[config.mk]
export PLATFORM = sky130hd
export DESIGN_NAME = rsq_top
export DESIGN_NICKNAME = d
export VERILOG_FILES = /design/src/hw/rsq_pkg.sv /design/src/hw/rsq_top.sv /design/src/hw/rsq_sync.sv
export SDC_FILE = /design/constraint.sdc
export NUM_CORES = 1
export LEC_CHECK = 0
export ABC_AREA = 1
export BUFFER_PORTS_ARGS = -buffer_cell sky130_fd_sc_hd__buf_2
export CAP_MARGIN = 40
export CORE_ASPECT_RATIO = 1.1
export CORE_MARGIN = 2
export CORE_UTILIZATION = 35
export CTS_BUF_LIST = sky130_fd_sc_hd__clkbuf_2
export DETAILED_ROUTE_END_ITERATION = 7
export PLACE_DENSITY = 0.57
export SLEW_MARGIN = 30
export SYNTH_ARGS = -nofsm -noshare
export SYNTH_HDL_FRONTEND = slang
export SYNTH_SLANG_ARGS = --single-unit
[constraint.sdc]
create_clock -name ref_clk_i -period 2.98 [get_ports ref_clk_i]
set_input_delay 0.149 -clock ref_clk_i [delete_from_list [all_inputs] [get_ports ref_clk_i]]
set_output_delay 0.149 -clock ref_clk_i [all_outputs]
set_load 0.1 [all_outputs]
[src/hw/rsq_pkg.sv]
// Shared constants and types for the reset stretch qualifier
package rsq_pkg;
  // System clock and derived low-frequency tick
  localparam int SYS_CLK_HZ = 25_000_000;
  localparam int LF_CLK_HZ = 32_000;
  localparam int LF_DIV = SYS_CLK_HZ / LF_CLK_HZ;
  localparam int DIV_W = 10;
  localparam logic [DIV_W-1:0] DIV_LAST = DIV_W'(LF_DIV - 1);
  localparam logic [DIV_W-1:0] DIV_RST = 10'h000;

  // Internal power-on reset width, in ms and in low-frequency cycles
  localparam int POR_TIME_MS = 300;
  localparam int POR_LF_CYCLES = POR_TIME_MS * (LF_CLK_HZ / 1000);
  localparam int POR_CNT_W = 14;
  localparam logic [POR_CNT_W-1:0] POR_CNT_RST = 14'h0000;

  // Minimum width of the external power-on reset input, far side only
  localparam int POR_IN_MIN_MS = 800;

  // Stretcher lengths in low-frequency cycles
  localparam int STR_W = 4;
  localparam logic [STR_W-1:0] SDRAM_LF_CYCLES = 4'h7;
  localparam logic [STR_W-1:0] SYS_LF_CYCLES = 4'hE;
  localparam logic [STR_W-1:0] STR_CNT_RST = 4'h0;

  // Hard-reset qualifier length and far-side minimum width
  localparam int QUAL_W = 3;
  localparam logic [QUAL_W-1:0] HR_QUAL_CYCLES = 3'h4;
  localparam logic [QUAL_W-1:0] QUAL_CNT_RST = 3'h0;
  localparam int HR_MIN_CYCLES = 4;

  // Power-on reset sequencing states
  typedef enum logic [1:0] {
    POR_HOLD,
    POR_TIMING,
    POR_DONE
  } rsq_por_state_type;

  // Reset outputs delivered inside the chip, active high
  typedef struct packed {
    logic sdram_rst;
    logic internal_system_reset;
  } rsq_resets_type;

  localparam rsq_resets_type RESETS_RST = 2'h3;
endpackage

[src/hw/rsq_top.sv]
// Reset sequencer: power-on timing, hard-reset qualifier, reset stretchers
// Notes on behaviour
// - Internal power-on reset stays asserted exactly 300 ms of 32 kHz cycles.
// - SDRAM controller reset is stretched to exactly 7 low-frequency cycles.
// - System reset and reset pin are stretched to exactly 14 cycles.
// - Hard reset is accepted after 4 consecutive asserted low-frequency cycles.
module rsq_top
  import rsq_pkg::*;
#(
  parameter int POR_CYCLES = POR_LF_CYCLES
) (
  input wire logic ref_clk_i,
  input wire logic srst_i,
  input wire logic por_n_i,
  input wire logic hard_rst_n_i,
  output rsq_resets_type resets_o,
  output logic rst_pin_n_o,
  output logic por_active_o
);
  localparam logic [POR_CNT_W-1:0] POR_LAST = POR_CNT_W'(POR_CYCLES - 1);

  logic por_sync_n, hard_sync_n, por_in_act, hard_act;

  // Pin inputs cross into the clock domain before any counter sees them
  rsq_sync #(.RST_VAL(1'b0)) u_sync_por (
    .ref_clk_i(ref_clk_i),
    .srst_i(srst_i),
    .async_i(por_n_i),
    .level_o(por_sync_n)
  );

  rsq_sync #(.RST_VAL(1'b1)) u_sync_hard (
    .ref_clk_i(ref_clk_i),
    .srst_i(srst_i),
    .async_i(hard_rst_n_i),
    .level_o(hard_sync_n)
  );

  assign por_in_act = ~por_sync_n;
  assign hard_act = ~hard_sync_n;

  // Low-frequency tick divider
  logic [DIV_W-1:0] div_q, div_d;
  logic tick;

  // 25 MHz does not divide evenly; 781 gives 32.01 kHz, close enough
  always_comb begin
    tick = (div_q == DIV_LAST);
    div_d = tick ? DIV_RST : div_q + DIV_W'(1);
  end

  always_ff @(posedge ref_clk_i) begin
    if (srst_i) begin
      div_q <= DIV_RST;
    end else begin
      div_q <= div_d;
    end
  end

  // Power-on sequencer
  rsq_por_state_type state_q, state_d;
  logic [POR_CNT_W-1:0] pcnt_q, pcnt_d;
  logic por_int;

  // Timing restarts whenever the input is reasserted mid-count
  always_comb begin
    state_d = state_q;
    pcnt_d = pcnt_q;
    unique case (state_q)
      POR_HOLD: begin
        pcnt_d = POR_CNT_RST;
        if (!por_in_act) begin
          state_d = POR_TIMING;
        end
      end
      POR_TIMING: begin
        if (por_in_act) begin
          state_d = POR_HOLD;
        end else if (tick) begin
          if (pcnt_q == POR_LAST) begin
            state_d = POR_DONE;
          end else begin
            pcnt_d = pcnt_q + POR_CNT_W'(1);
          end
        end
      end
      POR_DONE: begin
        if (por_in_act) begin
          state_d = POR_HOLD;
        end
      end
    endcase
  end

  always_ff @(posedge ref_clk_i) begin
    if (srst_i) begin
      state_q <= POR_HOLD;
      pcnt_q <= POR_CNT_RST;
    end else begin
      state_q <= state_d;
      pcnt_q <= pcnt_d;
    end
  end

  assign por_int = (state_q != POR_DONE);

  // Hard-reset qualifier: saturates at the qualify length, any gap clears it
  logic [QUAL_W-1:0] qcnt_q, qcnt_d;
  logic hard_qual;

  always_comb begin
    qcnt_d = qcnt_q;
    if (!hard_act) begin
      qcnt_d = QUAL_CNT_RST;
    end else if (tick && qcnt_q != HR_QUAL_CYCLES) begin
      qcnt_d = qcnt_q + QUAL_W'(1);
    end
  end

  always_ff @(posedge ref_clk_i) begin
    if (srst_i) begin
      qcnt_q <= QUAL_CNT_RST;
    end else begin
      qcnt_q <= qcnt_d;
    end
  end

  assign hard_qual = (qcnt_q == HR_QUAL_CYCLES);

  // Stretchers reload while a source is active, then run down on ticks
  logic src;
  logic [STR_W-1:0] sd_q, sd_d, sy_q, sy_d;
  rsq_resets_type out_q, out_d;

  assign src = por_int | hard_qual;

  always_comb begin
    sd_d = sd_q;
    sy_d = sy_q;
    if (src) begin
      sd_d = SDRAM_LF_CYCLES;
      sy_d = SYS_LF_CYCLES;
    end else if (tick) begin
      if (sd_q != STR_CNT_RST) begin
        sd_d = sd_q - STR_W'(1);
      end
      if (sy_q != STR_CNT_RST) begin
        sy_d = sy_q - STR_W'(1);
      end
    end
    out_d.sdram_rst = src | (sd_q != STR_CNT_RST);
    out_d.internal_system_reset = src | (sy_q != STR_CNT_RST);
  end

  // Reset outputs come straight from flops so no glitch leaves the block; por_active_o is decoded from state_q
  always_ff @(posedge ref_clk_i) begin
    if (srst_i) begin
      sd_q <= SDRAM_LF_CYCLES;
      sy_q <= SYS_LF_CYCLES;
      out_q <= RESETS_RST;
    end else begin
      sd_q <= sd_d;
      sy_q <= sy_d;
      out_q <= out_d;
    end
  end

  assign resets_o = out_q;
  assign rst_pin_n_o = ~out_q.internal_system_reset;
  assign por_active_o = por_int;

  // Checking helpers: ticks counted independently of the design counters
  logic [POR_CNT_W-1:0] chk_por_q;
  logic [STR_W-1:0] chk_sd_q, chk_sy_q;

  always_ff @(posedge ref_clk_i) begin
    if (srst_i || state_q != POR_TIMING) begin
      chk_por_q <= POR_CNT_RST;
    end else if (tick) begin
      chk_por_q <= chk_por_q + POR_CNT_W'(1);
    end
    if (srst_i || src) begin
      chk_sd_q <= STR_CNT_RST;
      chk_sy_q <= STR_CNT_RST;
    end else if (tick) begin
      chk_sd_q <= chk_sd_q + STR_W'(1);
      chk_sy_q <= chk_sy_q + STR_W'(1);
    end
  end

  a_por_width: assert property (@(posedge ref_clk_i)
    disable iff (srst_i)
    (state_q == POR_DONE && $past(state_q) == POR_TIMING)
      |-> $past(chk_por_q) == POR_LAST && $past(tick))
    else $error("internal power-on reset released at wrong count");

  a_sdram_stretch: assert property (@(posedge ref_clk_i)
    disable iff (srst_i)
    $fell(out_q.sdram_rst) |-> chk_sd_q == SDRAM_LF_CYCLES)
    else $error("sdram reset stretch length wrong");

  a_sys_stretch: assert property (@(posedge ref_clk_i)
    disable iff (srst_i)
    $fell(out_q.internal_system_reset) |-> chk_sy_q == SYS_LF_CYCLES)
    else $error("system reset stretch length wrong");

  // An active source must show on both resets one edge later
  a_src_asserts: assert property (@(posedge ref_clk_i)
    disable iff (srst_i)
    src |=> out_q.sdram_rst && out_q.internal_system_reset)
    else $error("reset outputs not following source");

  // The pin is let go only once the long stretch has run out
  a_pin_release: assert property (@(posedge ref_clk_i)
    disable iff (srst_i)
    $rose(rst_pin_n_o) |-> chk_sy_q == SYS_LF_CYCLES)
    else $error("reset pin released at wrong count");

  a_qual_length: assert property (@(posedge ref_clk_i)
    disable iff (srst_i)
    $rose(hard_qual) |-> $past(tick) && $past(hard_act)
      && $past(qcnt_q) == HR_QUAL_CYCLES - QUAL_W'(1))
    else $error("hard reset qualified without full run");

  // Any gap in the request drops the qualified level at the next edge
  a_qual_clear: assert property (@(posedge ref_clk_i)
    disable iff (srst_i)
    hard_qual && !hard_act |=> !hard_qual)
    else $error("hard reset stayed qualified after a gap");
endmodule

[src/hw/rsq_sync.sv]
// Three-flop pin synchroniser with agreement filter
module rsq_sync
  import rsq_pkg::*;
#(
  parameter logic RST_VAL = 1'b0
) (
  input wire logic ref_clk_i,
  input wire logic srst_i,
  input wire logic async_i,
  output logic level_o
);
  logic s1_q, s2_q, s3_q, lvl_q;
  logic s1_d, s2_d, s3_d, lvl_d;

  // First stage feeds only the second; level moves once stages 2 and 3 agree
  always_comb begin
    s1_d = async_i;
    s2_d = s1_q;
    s3_d = s2_q;
    lvl_d = (s2_q == s3_q) ? s3_q : lvl_q;
  end

  // Register stage
  always_ff @(posedge ref_clk_i) begin
    if (srst_i) begin
      s1_q <= RST_VAL;
      s2_q <= RST_VAL;
      s3_q <= RST_VAL;
      lvl_q <= RST_VAL;
    end else begin
      s1_q <= s1_d;
      s2_q <= s2_d;
      s3_q <= s3_d;
      lvl_q <= lvl_d;
    end
  end

  assign level_o = lvl_q;

  // Output only follows a value that two late stages agreed on
  a_sync_agree: assert property (@(posedge ref_clk_i)
    disable iff (srst_i)
    $changed(lvl_q) |-> $past(s2_q) == $past(s3_q) && lvl_q == $past(s3_q))
    else $error("synchroniser output moved without agreement");
endmodule

## After elaboration in Yosys (flattened, before gate mapping)

Index checks and enable logic that the tools add are counted.

| cells by class | value |
|---|---|
| add/sub/neg operators | 5 |
| eq/ne operators | 16 |
| mux-type cells | 10 |
| bitwise gates (word level) | 4 |
| reductions and logical operators | 12 |

Operators by type and width:

| operator | number |
|---|---|
| 14-bit 2-to-1 mux | 3 |
| 14-bit case mux with 2 select lines | 1 |
| 14-bit by 1-bit adder with 14-bit output (second input constant) | 1 |
| 14-bit equality test (second input constant) | 1 |
| 10-bit by 1-bit adder with 10-bit output (second input constant) | 1 |
| 10-bit equality test (second input constant) | 1 |
| 2-bit 2-to-1 mux | 5 |
| 3-bit != test (second input constant) | 3 |
| 2-bit != test (second input constant) | 4 |
| 4-bit AND reduction | 2 |
| 4-bit nonzero test | 2 |
| 4-bit by 1-bit subtractor with 4-bit output (second input constant) | 2 |
| 2-bit case mux with 3 select lines | 1 |
| 2-bit OR reduction | 3 |
| 2-bit by 1-bit != test with 1-bit output (second input constant) | 2 |
| 2-bit AND reduction | 2 |
| 3-bit by 1-bit adder with 3-bit output (second input constant) | 1 |
| 3-bit equality test (second input constant) | 1 |
| 1-bit bitwise OR | 3 |
| 1-bit equality test | 2 |
| 2-bit by 1-bit equality test with 1-bit output (second input constant) | 1 |
| 2-bit equality test (second input constant) | 1 |
| 2-bit logical NOT | 1 |
| 2-bit nonzero test | 1 |
| other kinds (2) | 2 |

| word-level totals | value |
|---|---|
| flip-flop bits (word level) | 47 |
| input port bits | 4 |
| word-level logic and storage cells | 63 |

## Logic depth before layout (Yosys ltp)

| depth | value |
|---|---|
| word-level depth | 5 |
| mapped depth | 11 |

## Hierarchy

From an unflattened synthesis, not the netlist that was laid out.

| unflattened totals | value |
|---|---|
| cells, all modules | 368 |
| area, all modules | 2615.0 µm² |

By module, submodules not included:

| module | times used | cells each | area each (µm²) |
|---|---|---|---|
| rsq_top | 1 | 340 | 2364.8 |
| rsq_sync at u_sync_hard | 1 | 15 | 128.9 |
| rsq_sync at u_sync_por | 1 | 13 | 121.4 |

## Worst setup path after synthesis

Ideal clock, no wire load.

| timing path | value |
|---|---|
| path kind | reg-to-reg |
| start point | register state_q[0] |
| end point | register sd_q[0] |
| library setup time | 121 ps |
| arrival | 1693 ps |
| required time | 2859 ps |
| setup slack | 1167 ps |
| stages on the path, launching flop included | 8 |
| path buffers | 0 |
| clock period less this slack | 1813 ps |
| cells stage by stage | dfxtp_1 -> inv_1 -> ha_1 -> inv_1 -> nor3_2 -> inv_1 -> a31oi_1 -> o21ai_1 |

| on the way | value |
|---|---|
| longest elaborated chain between the ends | 3 |

RTL lines:

| item | RTL line | RTL |
|---|---|---|
| start, declared | rsq_top.sv:61 | `rsq_por_state_type state_q, state_d;` |
| start signal, assigned | rsq_top.sv:100 | `state_q <= state_d;` |
| 2-bit != test | rsq_top.sv:105 | `assign por_int = (state_q != POR_DONE);` |
| named net por_active_o | rsq_top.sv:18 | `output logic por_active_o` |
| 1-bit bitwise OR | rsq_top.sv:135 | `assign src = por_int \| hard_qual;` |
| 2-bit OR reduction (no line) | -- |  |
| end signal, assigned | rsq_top.sv:158 | `sd_q <= SDRAM_LF_CYCLES;` |
| end signal, assigned | rsq_top.sv:162 | `sd_q <= sd_d;` |
| end, declared | rsq_top.sv:132 | `logic [STR_W-1:0] sd_q, sd_d, sy_q, sy_d;` |

The timed path passes the listed nets, and every way through them passes these cells.
A chain may end at the register's enable or synchronous reset.

## Final worst setup path

| timing path | value |
|---|---|
| start point | register state_q[1] |
| end point | register pcnt_q[13] |

| on the way | value |
|---|---|
| longest elaborated chain between the ends | 3 |
| elaborated cells between the ends (all ways) | 8 |

RTL lines:

| item | RTL line | RTL |
|---|---|---|
| 2-bit by 1-bit equality test with 1-bit output or 2-bit logical NOT (tied branches) | rsq_top.sv:69 | `unique case (state_q)` |
| 2-bit by 1-bit != test with 1-bit output (no line) (tied with other cells) | -- |  |
| 4-bit AND reduction (no line) | -- |  |
| end signal, assigned | rsq_top.sv:101 | `pcnt_q <= pcnt_d;` |
| end, declared | rsq_top.sv:62 | `logic [POR_CNT_W-1:0] pcnt_q, pcnt_d;` |

Several ways; a longest one is shown, not always the timed one.

==> results.md <==
- Highest routed layer: met4
- Wl on met1: 2.535 mm
- Placer's final routability congestion estimate: 0.8166
- Post-route ant nets: 0
- Io pins: 8
- Number of global-route vias before repair: between 2000 and 2500
- Setup Skew: 33.61 ps
- Tmin final: roughly 1800 ps
- DR WL met3: just over 200 µm
- Syn_area_per_cell: between 6 and 7 µm²
- Setup Buffers After CTS: 0
- Cells after Synth: approximately 370
- Layout Nets: between 400 and 500
- Die Area: 7959 µm²
- Synth async-reset ratio: 0%
- Routed vias: between 2000 and 2500
- Main flop type after synthesis: dfxtp_1
- Total Wirelength: 5.128 mm
- Critical path fanouts, max: 13
- Top cell by count, worst path: nand2_1
- Final HPWL from detailed placement: 3.880 mm
- Compound-Gate Fraction of Synth Area: under 10%
- Area delta synth->final: 7.780%
- CP endpoint kind: flop
- Initial Util: roughly 36%
- Count of different cell masters after synthesis: 31
- Clk sink count: 47
- Critical-path cell list: inv_1 > ha_1 > inv_2 > nand2_1 > nand2_1 > nand3_4 > nand2_1 > nand2_1 > nor2_1
- Most common cell after layout, fill and taps aside: nand2_1
- Finished Layout Cells: ~470
- Number of synthesized register bits: 47
- Status: finished, final reports clean
- Leakage: around 1.2 nW
- Peak supply drop: between 0.2 and 0.3 mV
- Site row count: 32
- Largest net degree at the start of global routing: 17
- Htree depth: 2
- Seq/Total Area, Yosys: a little under two fifths
- Slowest stage delay, CP: approximately 380 ps
- WP buf/inv: 2
- Max-slew violations: 0
- Drt drc: 0
- Logic pwr share: 32.1%
- Arr. time, crit path: 2130 ps
- Initial antenna violation count: 0
- Num CTS Buffers: 5
- GRT Residual Overflow: 0
- Die H: 93.37 µm
- First-pass GRT wire length: 9.446 mm
- Sw Ratio: between 30 and 40%
- First DRT Iteration DRCs: about 180
- Wire per inst: ~11 µm
- Main combinational cell family by area after synthesis: simple AND/OR/NAND/NOR gates
- CP startpoint kind: flop
- Vias per inst: between 4 and 5
- Clk Latency, worst-skew pair: 420 ps
- Xor/xnor share of the synthesized area: 1.723%
- Final WS setup: between 1000 and 1500 ps
- Final Hold Slack: 110.4 ps
- Net Sw Power: 0.5863 mW
- Metal2 WL: approximately 2.3 mm
- Most frequent cells in the layout: nand2_1 (95), inv_1 (54), nor2_1 (53), dfxtp_1 (47), nand3_1 (27)
- Mux share of post-synthesis cell area: 0%
- Worst-margin pin slew: about 530 ps
- Total of max-cap violations: 0
- Highest clock rate: around 0.56 GHz
- CTS tree: built
- GRT Util Overall: between 10 and 15%
- Post-synthesis adder-cell area fraction: 5.908%
- Yosys warning total: 0
- Final core occ: roughly 40%
- Worst path slowest cell: dfxtp_1
- DRT Pass-1 Iters: 4
- Clk pwr share: a little over a fifth
- Clock tree root buffer cell: clkbuf_2
- Critical Path RT: 3330 ps
- Max transition margin: about 64%
- Die Wd: roughly 85 µm
- PwrDens: between 500 and 600 nW/µm²
- CP top delay family: simple AND/OR/NAND/NOR gates
- Syn nets: a little under 400
- Clock-pin slew on the worst setup and hold paths: about 210 ps
- Crit path kind: flop to flop
- Max Buffers Root-to-Sink: 2
- CORE AREA: 7007 µm²
- Antenna diodes: 0
- Setup TNS: 0 ps
- Port Buffer Count: 7
- Layout cell share with drive strength beyond 1: under 10%
- Pre-CTS setup slack: approximately 1200 ps
- Cell area after synthesis: around 2500 µm²
- # placed instances: between 400 and 500
- Reg power frac: between 40% and 50%
- Setup violations, final: 0
- Simple-Gate Fraction of Synth Area: around two fifths
- Hold Path Class: input port to flop
- Hold Fails Final Rpt: 0
- Fin crit share: between 50% and 60%
- Post-synth EDFFs: 0
- P_int: 0.9649 mW
- RSZ-0062 raised after global routing: no
-- cell usage after synthesis, drive strengths merged, types with 2 or more instances --
cell type	count	area [µm²]
nand2	97	369.1
inv	56	210.2
nor2	56	217.7
dfxtp	47	940.9
nand3	34	212.7
a21oi	22	121.4
nand4	13	81.33
ha	12	150.1
nor3	10	60.06
o21ai	6	30.03
or2	4	25.03
xnor2	4	35.03
buf	2	16.26
clkbuf	2	7.510
o211ai	2	15.01
o21bai	2	15.01
-- cell type report --
class	instances	area [µm²]
Multi-Input combinational cell	267	1366
Clock buffer	6	30.03
Sequential cell	47	940.9
Clock inverter	1	30.03
Fill cell	741	4268
Inverter	56	210.2
Tap cell	85	106.4
Timing Repair Buffer	9	55.05
-- kinds of logic after synthesis --
| family | Yosys count |
|---|---|
| AOI/OAI and AO/OA | 33 |
| xor gates and xnor gates | 5 |
| adders and majority gates | 12 |
| buffers and inverters | 60 |
| DFF | 47 |
| and+or+nand+nor | 217 |
-- worst paths after layout --
kind	start	depth (start not counted)	slack (ps)	end
setup / recovery	state_q[1]	9	1200	pcnt_q[13]
hold / removal	srst_i	2	110	u_sync_por.s1_q
setup reg to reg	state_q[1]	9	1200	pcnt_q[13]
hold reg to reg	u_sync_por.s1_q	2	420	u_sync_por.s2_q
-- metrics by stage --
step	power (mW)	cell area, µm²
6_report	1.551	2739
3_3_place_gp	1.215	2659
2_1_floorplan	1.159	2541
5_1_grt	1.677	2739
4_1_cts	1.573	2739
3_5_place_dp	1.228	2659
-- flip-flops by register name, indices dropped and copies added, names as in the netlist, 2 cells and up --
name and cells:
div_q 10, sd_q 4, pcnt_q 14, state_q 2, qcnt_q 3, sy_q 4
resets_o 2
-- metal layers --
metal | vias to the layer above | track usage (%)
met1 | 999 | 18.28
met4 | 0 | 4.894
li1 | 1210 | -
met2 | 37 | 24.15
met3 | 8 | 3.177
met5 | - | 0
-- power by group through the flow --
stage | logic [mW] | registers, mW | clock network, mW
final | 0.497 | 0.719 | 0.335
after global routing | 0.570 | 0.729 | 0.378
after floorplan | 0.438 | 0.721 | 0
after global placement | 0.484 | 0.730 | 0
after CTS | 0.500 | 0.719 | 0.354
after detailed placement | 0.496 | 0.732 | 0
-- repair_timing --
action,4_1_cts,5_1_grt
hold buffers,2,0
endpoints found under the setup margin,0,0
resized for setup,0,0
hold endpoints to repair,2,0
No activity file was read; power rests on OpenSTA's default activity.
